### config.mk
export PLATFORM = sky130hd
export DESIGN_NAME = dsq_read_director_seq
export DESIGN_NICKNAME = d
export VERILOG_FILES = /design/src/dsq_pkg.sv /design/src/dsq_read_director_seq.sv
export SDC_FILE = /design/constraint.sdc
export NUM_CORES = 1
export LEC_CHECK = 0
export ABC_AREA = 1
export BUFFER_PORTS_ARGS = -buffer_cell sky130_fd_sc_hd__clkbuf_2
export CAP_MARGIN = 30
export CORE_MARGIN = 1.5
export CORE_UTILIZATION = 50
export CTS_BUF_LIST = sky130_fd_sc_hd__clkbuf_4
export DETAILED_ROUTE_END_ITERATION = 8
export PLACE_DENSITY = 0.67
export SLEW_MARGIN = 15
export SYNTH_ARGS = -nofsm -noshare
export SYNTH_HDL_FRONTEND = slang
export SYNTH_SLANG_ARGS = --single-unit
### constraint.sdc
create_clock -name pclk -period 6.1 [get_ports pclk]
set_input_delay 0 -clock pclk [delete_from_list [all_inputs] [get_ports pclk]]
set_output_delay 0 -clock pclk [all_outputs]
set_load 0.01 [all_outputs]
### src/dsq_pkg.sv
// Constants shared by the disk read director sequencer.
package dsq_pkg;
  // Register byte offsets on the APB.
  localparam logic [7:0] DSQ_OFF_DIR = 8'h00;
  localparam logic [7:0] DSQ_OFF_CTRL = 8'h04;
  localparam logic [7:0] DSQ_OFF_STATUS = 8'h08;
  localparam logic [7:0] DSQ_OFF_RDLEN = 8'h0C;
  localparam logic [7:0] DSQ_OFF_CWGEN = 8'h10;
  localparam logic [7:0] DSQ_OFF_RF = 8'h40;
  localparam logic [7:0] DSQ_OFF_RF_END = 8'h7C;
  // Director word fields, bit n of the director is bit n of the word.
  localparam int DSQ_DIR_OP_LSB = 0;
  localparam int DSQ_DIR_HI = 15;
  localparam int DSQ_DIR_GATE = 16;
  localparam int DSQ_DIR_ANY = 21;
  localparam int DSQ_DIR_LDBC = 22;
  localparam int DSQ_DIR_INV = 23;
  localparam int DSQ_DIR_WAIT = 24;
  localparam int DSQ_DIR_BC_LSB = 25;
  localparam int DSQ_DIR_RF_LSB = 28;
  // Director operation codes in the low three bits.
  localparam logic [2:0] DSQ_OP_READ = 3'h1;
  localparam logic [2:0] DSQ_OP_SKIP = 3'h2;
  localparam logic [2:0] DSQ_OP_CWORD = 3'h3;
  localparam logic [2:0] DSQ_OP_RAP = 3'h4;
  localparam logic [2:0] DSQ_OP_SUPPORT = 3'h5;
  // Status and control bit positions.
  localparam int DSQ_ST_RIP = 0;
  localparam int DSQ_ST_CWERR_LO = 2;
  localparam int DSQ_ST_CWERR_HI = 3;
  localparam int DSQ_ST_ABORT = 4;
  localparam int DSQ_ST_COMP = 5;
  localparam int DSQ_ST_BUSY = 6;
  localparam int DSQ_ST_DONE = 7;
  localparam int DSQ_ST_FBM = 8;
  localparam int DSQ_CTRL_SEL = 0;
  // Counter values.
  localparam logic [15:0] DSQ_BYTE_CW = 16'h0004;
  localparam logic [15:0] DSQ_BYTE_ONE = 16'h0001;
  localparam logic [2:0] DSQ_BIT_THREE = 3'h3;
  localparam logic [2:0] DSQ_BIT_FOUR = 3'h4;
  localparam logic [2:0] DSQ_BIT_LAST = 3'h7;
  localparam logic [3:0] DSQ_BYTE_WAIT = 4'h8;
  localparam logic [15:0] DSQ_RDLEN_RST = 16'h0001;
  // Times and derived cycle counts.
  localparam int DSQ_CLK_NS = 100;
  localparam int DSQ_HAP_NS = 500;
  localparam int DSQ_EOC_NS = 1200;
  localparam logic [3:0] DSQ_HAP_CYC = 4'((DSQ_HAP_NS + DSQ_CLK_NS - 1) / DSQ_CLK_NS);
  localparam logic [3:0] DSQ_EOC_CYC = 4'(DSQ_EOC_NS / DSQ_CLK_NS);
  typedef enum logic [1:0] {
    DSQ_IDLE = 2'b00,
    DSQ_READ = 2'b01,
    DSQ_CWORD = 2'b10,
    DSQ_RAP = 2'b11
  } dsq_state_t;
endpackage

### src/dsq_read_director_seq.sv
// Read side director sequencer: read skip, read checkword and read address pattern.
//
// Local design decisions: the register offsets and register access over APB.
`timescale 1ns/1ns
module dsq_read_director_seq #(
  parameter logic [31:0] CW_POLY = 32'h04C11DB7
) (
  // Clock and reset.
  input wire logic pclk,
  input wire logic presetn,
  // APB slave.
  input wire logic psel,
  input wire logic penable,
  input wire logic pwrite,
  input wire logic [7:0] paddr,
  input wire logic [31:0] pwdata,
  output logic [31:0] prdata,
  output logic pready,
  output logic pslverr,
  // Disk storage unit, asynchronous to pclk.
  input wire logic disk_read_clock,
  input wire logic disk_data_in,
  input wire logic sector_mark,
  input wire logic end_of_cylinder,
  // Drive and controller outputs.
  output logic read_gate,
  output logic head_advance_pulse,
  output logic sector_length_check_en,
  output logic buffer_load_strobe,
  output logic data_done,
  output logic condition_met,
  output logic fault
);
  import dsq_pkg::*;

  function automatic logic [31:0] crc_step(input logic [31:0] g, input logic b);
    crc_step = {g[30:0], 1'b0} ^ ((g[31] ^ b) ? CW_POLY : 32'h00000000);
  endfunction

  logic [3:0] s1_q, s2_q, s3_q, clean_q;
  logic rclk_ev, mark_ev, din_c, eoc_c;
  dsq_state_t state_q;
  logic [31:0] dir_q, gen_q;
  logic [15:0] byte_q, rdlen_q;
  logic [15:0] rf_q [16];
  logic [2:0] bit_q;
  logic [7:0] shreg_q, shnext, pattern;
  logic [3:0] wait_q, hap_cnt_q, eoc_cnt_q;
  logic ctrl_sel_q, skip_q, rip_q, shift_en_q, cw_en_q, fbm_q, hold15_q;
  logic cw_err_q, abort_q, done_st_q, hap_req_q, eoc_seen_q, second_q;
  logic sclk, hit, wr, rd_setup, dir_wr, sts_w1c, mapped;

  // Three stage synchronisers; a change counts only once stages two and three agree.
  always_ff @(posedge pclk or negedge presetn) begin
    if (!presetn) begin
      s1_q <= 4'h0;
      s2_q <= 4'h0;
      s3_q <= 4'h0;
      clean_q <= 4'h0;
    end else begin
      s1_q <= {end_of_cylinder, sector_mark, disk_data_in, disk_read_clock};
      s2_q <= s1_q;
      s3_q <= s2_q;
      for (int i = 0; i < 4; i++) begin
        if (s2_q[i] == s3_q[i]) begin
          clean_q[i] <= s3_q[i];
        end
      end
    end
  end

  assign rclk_ev = (s2_q[0] == s3_q[0]) && s3_q[0] && !clean_q[0];
  assign mark_ev = (s2_q[2] == s3_q[2]) && s3_q[2] && !clean_q[2];
  assign din_c = clean_q[1];
  assign eoc_c = clean_q[3];
  assign sclk = rclk_ev && shift_en_q;
  assign shnext = {shreg_q[6:0], din_c};
  assign pattern = dir_q[DSQ_DIR_HI] ? rf_q[dir_q[DSQ_DIR_RF_LSB +: 4]][15:8]
                                     : rf_q[dir_q[DSQ_DIR_RF_LSB +: 4]][7:0];
  assign hit = (shnext == pattern) ^ dir_q[DSQ_DIR_INV];

  // APB decode.
  assign wr = psel && penable && pready && pwrite;
  assign rd_setup = psel && !penable;
  assign dir_wr = wr && (paddr == DSQ_OFF_DIR) && (state_q == DSQ_IDLE) && !abort_q;
  assign sts_w1c = wr && (paddr == DSQ_OFF_STATUS);
  assign mapped = (paddr[1:0] == 2'b00) && (paddr <= DSQ_OFF_CWGEN
                  || (paddr >= DSQ_OFF_RF && paddr <= DSQ_OFF_RF_END));

  // The slave answers in the access cycle, so no wait states are ever inserted.
  always_ff @(posedge pclk or negedge presetn) begin
    if (!presetn) begin
      pready <= 1'b0;
      pslverr <= 1'b0;
      prdata <= 32'h00000000;
    end else begin
      pready <= rd_setup;
      pslverr <= rd_setup && !mapped;
      if (rd_setup) begin
        prdata <= 32'h00000000;
        case (paddr)
          DSQ_OFF_DIR: prdata <= dir_q;
          DSQ_OFF_CTRL: prdata <= {31'h00000000, ctrl_sel_q};
          DSQ_OFF_STATUS: begin
            prdata[DSQ_ST_RIP] <= rip_q;
            prdata[DSQ_ST_CWERR_LO] <= cw_err_q;
            prdata[DSQ_ST_CWERR_HI] <= cw_err_q;
            prdata[DSQ_ST_ABORT] <= abort_q;
            prdata[DSQ_ST_COMP] <= cw_err_q || abort_q;
            prdata[DSQ_ST_BUSY] <= state_q != DSQ_IDLE;
            prdata[DSQ_ST_DONE] <= done_st_q;
            prdata[DSQ_ST_FBM] <= fbm_q;
          end
          DSQ_OFF_RDLEN: prdata <= {16'h0000, rdlen_q};
          DSQ_OFF_CWGEN: prdata <= gen_q;
          default: begin
            if (mapped) begin
              prdata <= {16'h0000, rf_q[paddr[5:2]]};
            end
          end
        endcase
      end
    end
  end

  // Software written configuration and the pattern register file.
  always_ff @(posedge pclk or negedge presetn) begin
    if (!presetn) begin
      ctrl_sel_q <= 1'b0;
      rdlen_q <= DSQ_RDLEN_RST;
      for (int i = 0; i < 16; i++) begin
        rf_q[i] <= 16'h0000;
      end
    end else if (wr) begin
      if (paddr == DSQ_OFF_CTRL) begin
        ctrl_sel_q <= pwdata[DSQ_CTRL_SEL];
      end
      if (paddr == DSQ_OFF_RDLEN) begin
        rdlen_q <= pwdata[15:0];
      end
      if (paddr >= DSQ_OFF_RF && paddr <= DSQ_OFF_RF_END) begin
        rf_q[paddr[5:2]] <= pwdata[15:0];
      end
    end
  end

  // Director sequencer. The bit counter and shift register run whenever shift clocks
  // are enabled, so a following director picks up the data stream in step.
  always_ff @(posedge pclk or negedge presetn) begin
    if (!presetn) begin
      state_q <= DSQ_IDLE;
      dir_q <= 32'h00000000;
      gen_q <= 32'h00000000;
      byte_q <= 16'h0000;
      bit_q <= 3'h0;
      shreg_q <= 8'h00;
      wait_q <= 4'h0;
      skip_q <= 1'b0;
      rip_q <= 1'b0;
      shift_en_q <= 1'b0;
      cw_en_q <= 1'b0;
      fbm_q <= 1'b0;
      hold15_q <= 1'b0;
      cw_err_q <= 1'b0;
      abort_q <= 1'b0;
      done_st_q <= 1'b0;
      hap_req_q <= 1'b0;
      read_gate <= 1'b0;
      sector_length_check_en <= 1'b0;
      buffer_load_strobe <= 1'b0;
      data_done <= 1'b0;
    end else begin
      data_done <= 1'b0;
      buffer_load_strobe <= 1'b0;
      hap_req_q <= 1'b0;
      // Clears come first so that a same-cycle set below wins.
      if (sts_w1c && pwdata[DSQ_ST_ABORT]) begin
        abort_q <= 1'b0;
      end
      if (sts_w1c && pwdata[DSQ_ST_DONE]) begin
        done_st_q <= 1'b0;
      end
      if (sclk) begin
        shreg_q <= shnext;
        bit_q <= bit_q + 3'h1;
        if (cw_en_q) begin
          gen_q <= crc_step(gen_q, din_c);
        end
      end
      case (state_q)
        DSQ_IDLE: begin
          if (dir_wr) begin
            dir_q <= pwdata;
            case (pwdata[DSQ_DIR_OP_LSB +: 3])
              DSQ_OP_READ, DSQ_OP_SKIP: begin
                skip_q <= pwdata[DSQ_DIR_OP_LSB +: 3] == DSQ_OP_SKIP;
                byte_q <= rdlen_q;
                rip_q <= 1'b1;
                shift_en_q <= 1'b1;
                read_gate <= 1'b1;
                sector_length_check_en <= 1'b1;
                cw_en_q <= 1'b1;
                fbm_q <= 1'b1;
                state_q <= DSQ_READ;
              end
              DSQ_OP_CWORD: begin
                byte_q <= DSQ_BYTE_CW;
                hold15_q <= pwdata[DSQ_DIR_HI];
                rip_q <= 1'b1;
                sector_length_check_en <= 1'b1;
                cw_en_q <= 1'b1;
                state_q <= DSQ_CWORD;
              end
              DSQ_OP_RAP: begin
                gen_q <= 32'h00000000;
                cw_en_q <= 1'b0;
                rip_q <= 1'b1;
                shift_en_q <= 1'b1;
                fbm_q <= 1'b1;
                sector_length_check_en <= 1'b1;
                if (pwdata[DSQ_DIR_GATE]) begin
                  read_gate <= 1'b1;
                end
                wait_q <= pwdata[DSQ_DIR_WAIT] ? DSQ_BYTE_WAIT : 4'h0;
                state_q <= DSQ_RAP;
              end
              DSQ_OP_SUPPORT: begin
                rip_q <= 1'b0;
                sector_length_check_en <= 1'b0;
                read_gate <= 1'b0;
                shift_en_q <= 1'b0;
                cw_en_q <= 1'b0;
                data_done <= 1'b1;
                done_st_q <= 1'b1;
              end
              default: begin
                data_done <= 1'b1;
                done_st_q <= 1'b1;
              end
            endcase
          end
        end
        DSQ_READ: begin
          if (sclk && bit_q == DSQ_BIT_LAST && !skip_q) begin
            buffer_load_strobe <= 1'b1;
          end
          if (sclk && bit_q == DSQ_BIT_FOUR) begin
            if (byte_q == DSQ_BYTE_ONE) begin
              data_done <= 1'b1;
              done_st_q <= 1'b1;
              state_q <= DSQ_IDLE;
            end else begin
              byte_q <= byte_q - 16'h0001;
            end
          end
        end
        DSQ_CWORD: begin
          if (sclk && byte_q == DSQ_BYTE_ONE && bit_q == DSQ_BIT_THREE) begin
            cw_en_q <= 1'b0;
          end
          if (sclk && bit_q == DSQ_BIT_FOUR) begin
            if (byte_q == DSQ_BYTE_ONE) begin
              cw_err_q <= |gen_q;
              hap_req_q <= hold15_q && ctrl_sel_q;
              fbm_q <= 1'b0;
              data_done <= 1'b1;
              done_st_q <= 1'b1;
              state_q <= DSQ_IDLE;
            end else begin
              byte_q <= byte_q - 16'h0001;
            end
          end
        end
        DSQ_RAP: begin
          if (mark_ev) begin
            abort_q <= 1'b1;
            cw_en_q <= 1'b0;
            state_q <= DSQ_IDLE;
          end else if (sclk) begin
            if (wait_q != 4'h0) begin
              wait_q <= wait_q - 4'h1;
            end else if (dir_q[DSQ_DIR_ANY]) begin
              // Zeros and first nonzero bit are both found by the anyplace compare.
              if (hit) begin
                bit_q <= dir_q[DSQ_DIR_LDBC] ? dir_q[DSQ_DIR_BC_LSB +: 3] : 3'h0;
                data_done <= 1'b1;
                done_st_q <= 1'b1;
                state_q <= DSQ_IDLE;
              end
            end else if (bit_q == DSQ_BIT_LAST) begin
              // Sync byte must be there at this byte boundary or the search failed.
              if (hit) begin
                cw_en_q <= 1'b1;
                data_done <= 1'b1;
                done_st_q <= 1'b1;
              end else begin
                abort_q <= 1'b1;
                cw_en_q <= 1'b0;
              end
              state_q <= DSQ_IDLE;
            end
          end
        end
        default: state_q <= DSQ_IDLE;
      endcase
    end
  end

  // Head advance pulse and end of cylinder check; a second pulse is given at most once.
  always_ff @(posedge pclk or negedge presetn) begin
    if (!presetn) begin
      head_advance_pulse <= 1'b0;
      hap_cnt_q <= 4'h0;
      eoc_cnt_q <= 4'h0;
      eoc_seen_q <= 1'b0;
      second_q <= 1'b0;
    end else if (hap_req_q && hap_cnt_q == 4'h0 && eoc_cnt_q == 4'h0) begin
      head_advance_pulse <= 1'b1;
      hap_cnt_q <= DSQ_HAP_CYC;
      second_q <= 1'b0;
    end else if (hap_cnt_q != 4'h0) begin
      hap_cnt_q <= hap_cnt_q - 4'h1;
      if (hap_cnt_q == 4'h1) begin
        head_advance_pulse <= 1'b0;
        eoc_cnt_q <= second_q ? 4'h0 : DSQ_EOC_CYC;
        eoc_seen_q <= 1'b0;
      end
    end else if (eoc_cnt_q != 4'h0) begin
      eoc_cnt_q <= eoc_cnt_q - 4'h1;
      if (eoc_c) begin
        eoc_seen_q <= 1'b1;
      end
      if (eoc_cnt_q == 4'h1 && (eoc_seen_q || eoc_c)) begin
        head_advance_pulse <= 1'b1;
        hap_cnt_q <= DSQ_HAP_CYC;
        second_q <= 1'b1;
      end
    end
  end

  // Branch condition and fault follow the latched flags with one register stage.
  always_ff @(posedge pclk or negedge presetn) begin
    if (!presetn) begin
      condition_met <= 1'b0;
      fault <= 1'b0;
    end else begin
      condition_met <= cw_err_q;
      fault <= abort_q;
    end
  end
endmodule

==> impl_metrics.yaml, run 1 <==
cells_and_area:
  areaGrowthSynthToFinish_pct: 15.0
  layout.cells.most_common_list: "nand2_1 (780), dfrtp_1 (442), o21ai_0 (403), nand3_1 (248), inv_1 (198)"
  final_area_mm2: 0.0258
  layout-drive-gt1-share: 0.117
  leading_cell_type_in_the_layout_fill_and_taps_excluded: "nand2_1"
  layout.area.seq_mm2: 0.0111
  final_nets: 3112
  nFillCells: 4121
  multi_input_comb_area_mm2: 0.00964
timing:
  number_of_setup_violations_in_the_final_report: 0
  relative_slew_margins: 0.353
  final-hold-violation-count: 0
  final_cycle_share: 0.604
  tightestPinTransition_ps: 971
  final-max-slew-violation-count: 0
  unrepaired_setup_endpoints_after_global_routing: "false"
  finalClockSkew_ps: 38.9
  final.min_clock_period_ps: 3680
  setup-tns-final_ps: 0
  max_freq_mhz: 272
setup_path:
  timing_worst_setup_path_type: "flop to flop"
  setup.worst_path.start_class: "flop"
  critPathMaxFanout: 17
  end_kind: "flop"
  worst-endpoint-required_ps: 6900
  cp.arrival_ps: 4480
logic_synthesis:
  synth-seq-area-share: 0.496
  synth.ff_latch_count: 445
  syn_area_mm2: 0.0224
  synthesis.nets: 2950
  synth_ff_type: "dfrtp_1"
  asyncSetResetFlopFracSynth: 1.00
  ys.warnings.count: 0
  syn_inst: 2885
  synthesis.area_per_instance_um2: 7.78
  yosysUniqueCellTypes: 51
  number_of_flops_mapped_to_enable_cells_by_yosys: 0
floorplan:
  fp.dieH_um: 215
  initial_core_util: 0.507
  design.core.area_mm2: 0.0442
  die-width_um: 215
  rows: 77
  dieArea_mm2: 0.0461
  io_pins: 90
pwr:
  power_density_mw_per_mm2: 270
  static-leakage-power_uw: 0.0122
  post-layout-total-power_uw: 6960
  vdd_ir_drop_max_uv: 203
run_status:
  status: "complete, no violations"
placed_design:
  gp_routability_congestion: 0.933
  dpl-instance-area_mm2: 0.0232
  hpwl_mm: 47.5
  numPortBuffers: 89
detailed_routing:
  drt-wirelength-per-cell_um: 20.7
  detail_route.drc_violations: 0
  routed_via_density: 5.90
  drtAntennaViolNets: 0
  detail_route.wirelength_mm: 77.5
  via_count: 22100
  detailedRoute.firstIterationViolations: 2594
  firstDrtPassIters: 8
clocking:
  cts_buffers: 119
  cts_root_buffer: "clkbuf_4"
  worstSkewPairLatency_ps: 880
  clock_tree.buffer_depth: 3
  cts_tree: "built"
  numClockSinks: 445
  cts_repair_resize_count: 0
  path_clk_slew_ps: 70
  cts_max_level: 3
grt:
  antenna_violations_before_repair: 4
  grt_pass1_vias: 21500
  grt_pass1_wl_mm: 122
  largest_net_degree_at_the_start_of_global_routing: 160
  globalRouteTotalUtil: 0.338
  global_route.overflow_total: 0
min_path:
  worst_hold_path_type: "input port to flop"
flow_run:
  max-cap-violations: 0
[synth_stat cells (all sizes together), types with 3 or more instances]
cell type / count / share of area
nand3b: 7 / 0.0023
xor2: 5 / 0.0020
a21oi: 121 / 0.027
a221oi: 3 / 0.0012
nand4: 14 / 0.0039
o21a: 3 / 0.0010
o211ai: 9 / 0.0030
nor3: 10 / 0.0022
clkinv: 5 / 0.00084
ha: 16 / 0.0089
buf: 71 / 0.019
o21ai: 414 / 0.092
clkbuf: 120 / 0.020
o22ai: 150 / 0.042
nand2: 786 / 0.13
a31oi: 13 / 0.0036
a211oi: 3 / 0.0012
nand3: 251 / 0.057
inv: 209 / 0.035
dfrtp: 444 / 0.50
a22oi: 17 / 0.0057
nor2: 178 / 0.030
nor4: 14 / 0.0046
[through the flow]
step | setup slack (ps) | instances | util | hold slack, ps
finish | 2420 | 3738 | 0.584 | 74.8
global route | 2210 | 3737 | 0.584 | 82.6
CTS | 2520 | 3729 | 0.581 | 29.3
detailed placement | 2570 | 3418 | 0.525 | -16.5
global placement | 2620 | 3414 | 0.522 | -14.7
floorplan | 3890 | 2885 | - | -296
[routing by layer]
metal  track usage  vias to the layer above  share of wire
met4         0.178                        2          0.052
met3        0.0883                      268           0.11
met2         0.521                     1289           0.44
li1              -                    10100              -
met1         0.438                    10400           0.40
met5             0                        -        0.00017
[area by class of cell]
| type | instances | share of cell area |
|---|---|---|
| Clock inverter | 29 | 0.00548 |
| Timing Repair Buffer | 232 | 0.0747 |
| Sequential cell | 445 | 0.432 |
| Clock buffer | 186 | 0.0541 |
| Antenna cell | 5 | 0.000485 |
| Tap cell | 592 | 0.0287 |
| Inverter | 214 | 0.0312 |
| Multi-Input combinational cell | 2035 | 0.374 |
[final timing paths]
| check | cells past startpoint | end | slack (ps) | from |
|---|---|---|---|---|
| worst max-delay path | 9 | rf_q[198] | 2420 | pready |
| worst min-delay path | 5 | skip_q | 70 | pwdata[0] |
| worst max register to register | 9 | rf_q[198] | 2420 | pready |
| worst min register to register | 0 | s2_q[0] | 350 | s1_q[0] |
| max in group asynchronous | 4 | dir_q[28] | 4840 | presetn |
| min in group asynchronous | 4 | rf_q[90] | 250 | presetn |
[kinds of logic (layout without fill, tap and decap cells)]
| kind of cell | count (synthesis) | count (layout) | share of synthesized area |
|---|---|---|---|
| compound gates | 746 | 746 | 0.182 |
| xor+xnor | 6 | 6 | 0.00234 |
| fa+ha+maj | 18 | 18 | 0.00982 |
| buf+inv | 405 | 661 | 0.0755 |
| flops | 445 | 445 | 0.496 |
| mux | 3 | 3 | 0.00145 |
| other cells | 0 | 5 | 0 |
| simple gates | 1262 | 1262 | 0.232 |
[sequential cells by signal, summed over array words and instances (netlist names), 2 cells and up, named ones only]
| signal | count |
|---|---|
| wait_q | 4 |
| rf_q | 256 |
| bit_q | 2 |
| prdata | 32 |
| eoc_cnt_q | 4 |
| dir_q | 32 |
| s3_q | 4 |
| hap_cnt_q | 4 |
| s2_q | 4 |
| byte_q | 16 |
| gen_q | 32 |
| state_q | 2 |
| rdlen_q | 16 |
| clean_q | 4 |
| s1_q | 4 |
| shreg_q | 7 |
[what timing repair did]
action | CTS | global route
setup buffers | 0 | 0
hold endpoints to repair | 823 | 0
hold buffers | 96 | 0
[power breakdown]
group / leakage, uW / internal (uW) / switching, uW / total, uW
clock network: 0.000931 / 1420 / 1280 / 2690
logic: 0.00540 / 350 / 745 / 1090
registers: 0.00582 / 3080 / 96.2 / 3170
[critical path, stage by stage, from the launching register on]
cell,delay [ps]
dfrtp_1,350
nand4_1,130
dlygate4sd3_1,680
nor2_1,370
nand2_1,210
nor2_4,540
nand2_1,110
dlygate4sd3_1,580
o21ai_0,70
dlygate4sd3_1,570
Power figures use the tool's default switching activity.
==> run 2: changes to the inputs <==
==> constraint.sdc (replaced) <==
create_clock -name pclk -period 3.6 [get_ports pclk]
set_input_delay 0 -clock pclk [delete_from_list [all_inputs] [get_ports pclk]]
set_output_delay 0 -clock pclk [all_outputs]
set_load 0.01 [all_outputs]
==> impl_metrics.yaml, run 2 (synthesis results as in run 1) <==
run_status:
  status: "complete, no violations"
setup_path:
  setup.worst_path.start_class: "flop"
  cp.arrival_ps: 3900
  critPathTopFamily: "buffers and inverters"
  timing_worst_setup_path_type: "flop to flop"
  worst-endpoint-required_ps: 4360
  critPathMaxFanout: 18
  cpMostUsedCell: "inv_2"
  end_kind: "flop"
  reg2reg_depth: 9
  crit_buf_inv: 3
  wp_depth: 9
  worst_path_largest_cell_delay_ps: 760
  path_cells: "nand4_1 -> dlygate4sd3_1 -> nor4_4 -> inv_2 -> o21ai_1 -> nand3_2 -> inv_2 -> nand2_1 -> a22o_1"
  critPathSlowestCell: "dlygate4sd3_1"
grt:
  antenna_violations_before_repair: 3
  largest_net_degree_at_the_start_of_global_routing: 98
  global_route.overflow_total: 0
  globalRouteTotalUtil: 0.337
  grt_pass1_vias: 21400
  grt_pass1_wl_mm: 121
cells_and_area:
  layout-drive-gt1-share: 0.118
  largest_register: "rf_q"
  layout.cells.most_common_list: "nand2_1 (782), dfrtp_1 (442), o21ai_0 (403), nand3_1 (248), inv_1 (198)"
  final_area_mm2: 0.0259
  largest_register_ff_count: 256
  final_nets: 3133
  areaGrowthSynthToFinish_pct: 15.6
  leading_cell_type_in_the_layout_fill_and_taps_excluded: "nand2_1"
placed_design:
  gp_routability_congestion: 0.960
  hpwl_mm: 49.2
  dpl-instance-area_mm2: 0.0235
  numPortBuffers: 89
pwr:
  vdd_ir_drop_max_uv: 299
  internal_power_uw: 8160
  power_switching_share: 0.307
  pwr-share-seq: 0.456
  power_density_mw_per_mm2: 454
  power.clock.fraction: 0.385
  power.share.combinational: 0.159
  static-leakage-power_uw: 0.0122
  p_switching_uw: 3620
detailed_routing:
  detailedRoute.firstIterationViolations: 2566
  firstDrtPassIters: 7
  detail_route.drc_violations: 0
  routed_via_density: 5.91
  via_count: 22200
  drt-wirelength-per-cell_um: 20.6
  drtAntennaViolNets: 0
  detail_route.wirelength_mm: 77.3
floorplan:
  dieArea_mm2: 0.0461
  io_pins: 90
  fp.dieH_um: 215
  rows: 77
  die-width_um: 215
  design.core.area_mm2: 0.0442
  initial_core_util: 0.507
clocking:
  cts_tree: "built"
  cts_root_buffer: "clkbuf_4"
  worstSkewPairLatency_ps: 910
  cts_max_level: 3
  cts_buffers: 117
  path_clk_slew_ps: 70
  cts_repair_resize_count: 0
  clock_tree.buffer_depth: 3
  numClockSinks: 445
min_path:
  worst_hold_path_type: "input port to flop"
  hold_path_depth: 4
timing:
  final.min_clock_period_ps: 3150
  finalClockSkew_ps: 61.3
  final-max-slew-violation-count: 0
  tightestPinTransition_ps: 899
  number_of_setup_violations_in_the_final_report: 0
  final-hold-violation-count: 0
  hold_slack_ps: 80.4
  setup-tns-final_ps: 0
  relative_slew_margins: 0.395
  max_freq_mhz: 318
  final_cycle_share: 0.874
  unrepaired_setup_endpoints_after_global_routing: "false"
flow_run:
  max-cap-violations: 0
==> run 2: final cells by class <==
type                            count  area (um2)
Clock buffer                      160        1200
Antenna cell                        3        7.51
Inverter                          214         806
Multi-Input combinational cell   2035        9630
Timing Repair Buffer              255        2090
Fill cell                        4087       18300
Tap cell                          592         741
Clock inverter                     50         308
Sequential cell                   445       11100
==> run 2: timing repair <==
item	in CTS	in global routing
hold endpoints to repair	813	0
hold buffers	94	0
buffers inserted	0	0
==> run 2: worst paths after layout <==
check / startpoint / to / slack (ps)
max: pready / byte_q[12] / 450
min: pwdata[28] / dir_q[28] / 80
max reg2reg: pready / byte_q[12] / 450
min reg2reg: s1_q[1] / s2_q[1] / 350
max in group asynchronous: presetn / dir_q[28] / 2650
min in group asynchronous: presetn / rf_q[98] / 330
==> run 2: metrics by stage <==
| step | util | power (uW) | worst slack [ps] | instances |
|---|---|---|---|---|
| finish | 0.586 | 11800 | 452 | 3754 |
| global route | 0.586 | 12300 | 227 | 3754 |
| CTS | 0.586 | 11800 | 506 | 3751 |
| detailed placement | 0.530 | 7210 | 781 | 3447 |
| global placement | 0.530 | 7150 | 823 | 3447 |
| floorplan | - | 6610 | 1390 | 2885 |
==> run 2: worst reg2reg max path, cell delays in order (launching register included) <==
cell and delay (ps):
dfrtp_1 350, nand4_1 310, dlygate4sd3_1 760, nor4_4 260, inv_2 170, o21ai_1 190, nand3_2 340, inv_2 380
nand2_1 100, a22o_1 190
==> run 2: power groups by stage <==
stage	logic (uW)	clock network (uW)	registers [uW]
floorplan	1180	0	5430
CTS	1840	4600	5370
global placement	1700	0	5450
finish	1870	4540	5370
global route	2080	4870	5390
detailed placement	1750	0	5460
==> run 2: layer usage <==
layer,wire length (um),GRT usage
met5,13,0
met4,3510,0.166
met3,7560,0.0692
met2,35200,0.528
met1,31100,0.445
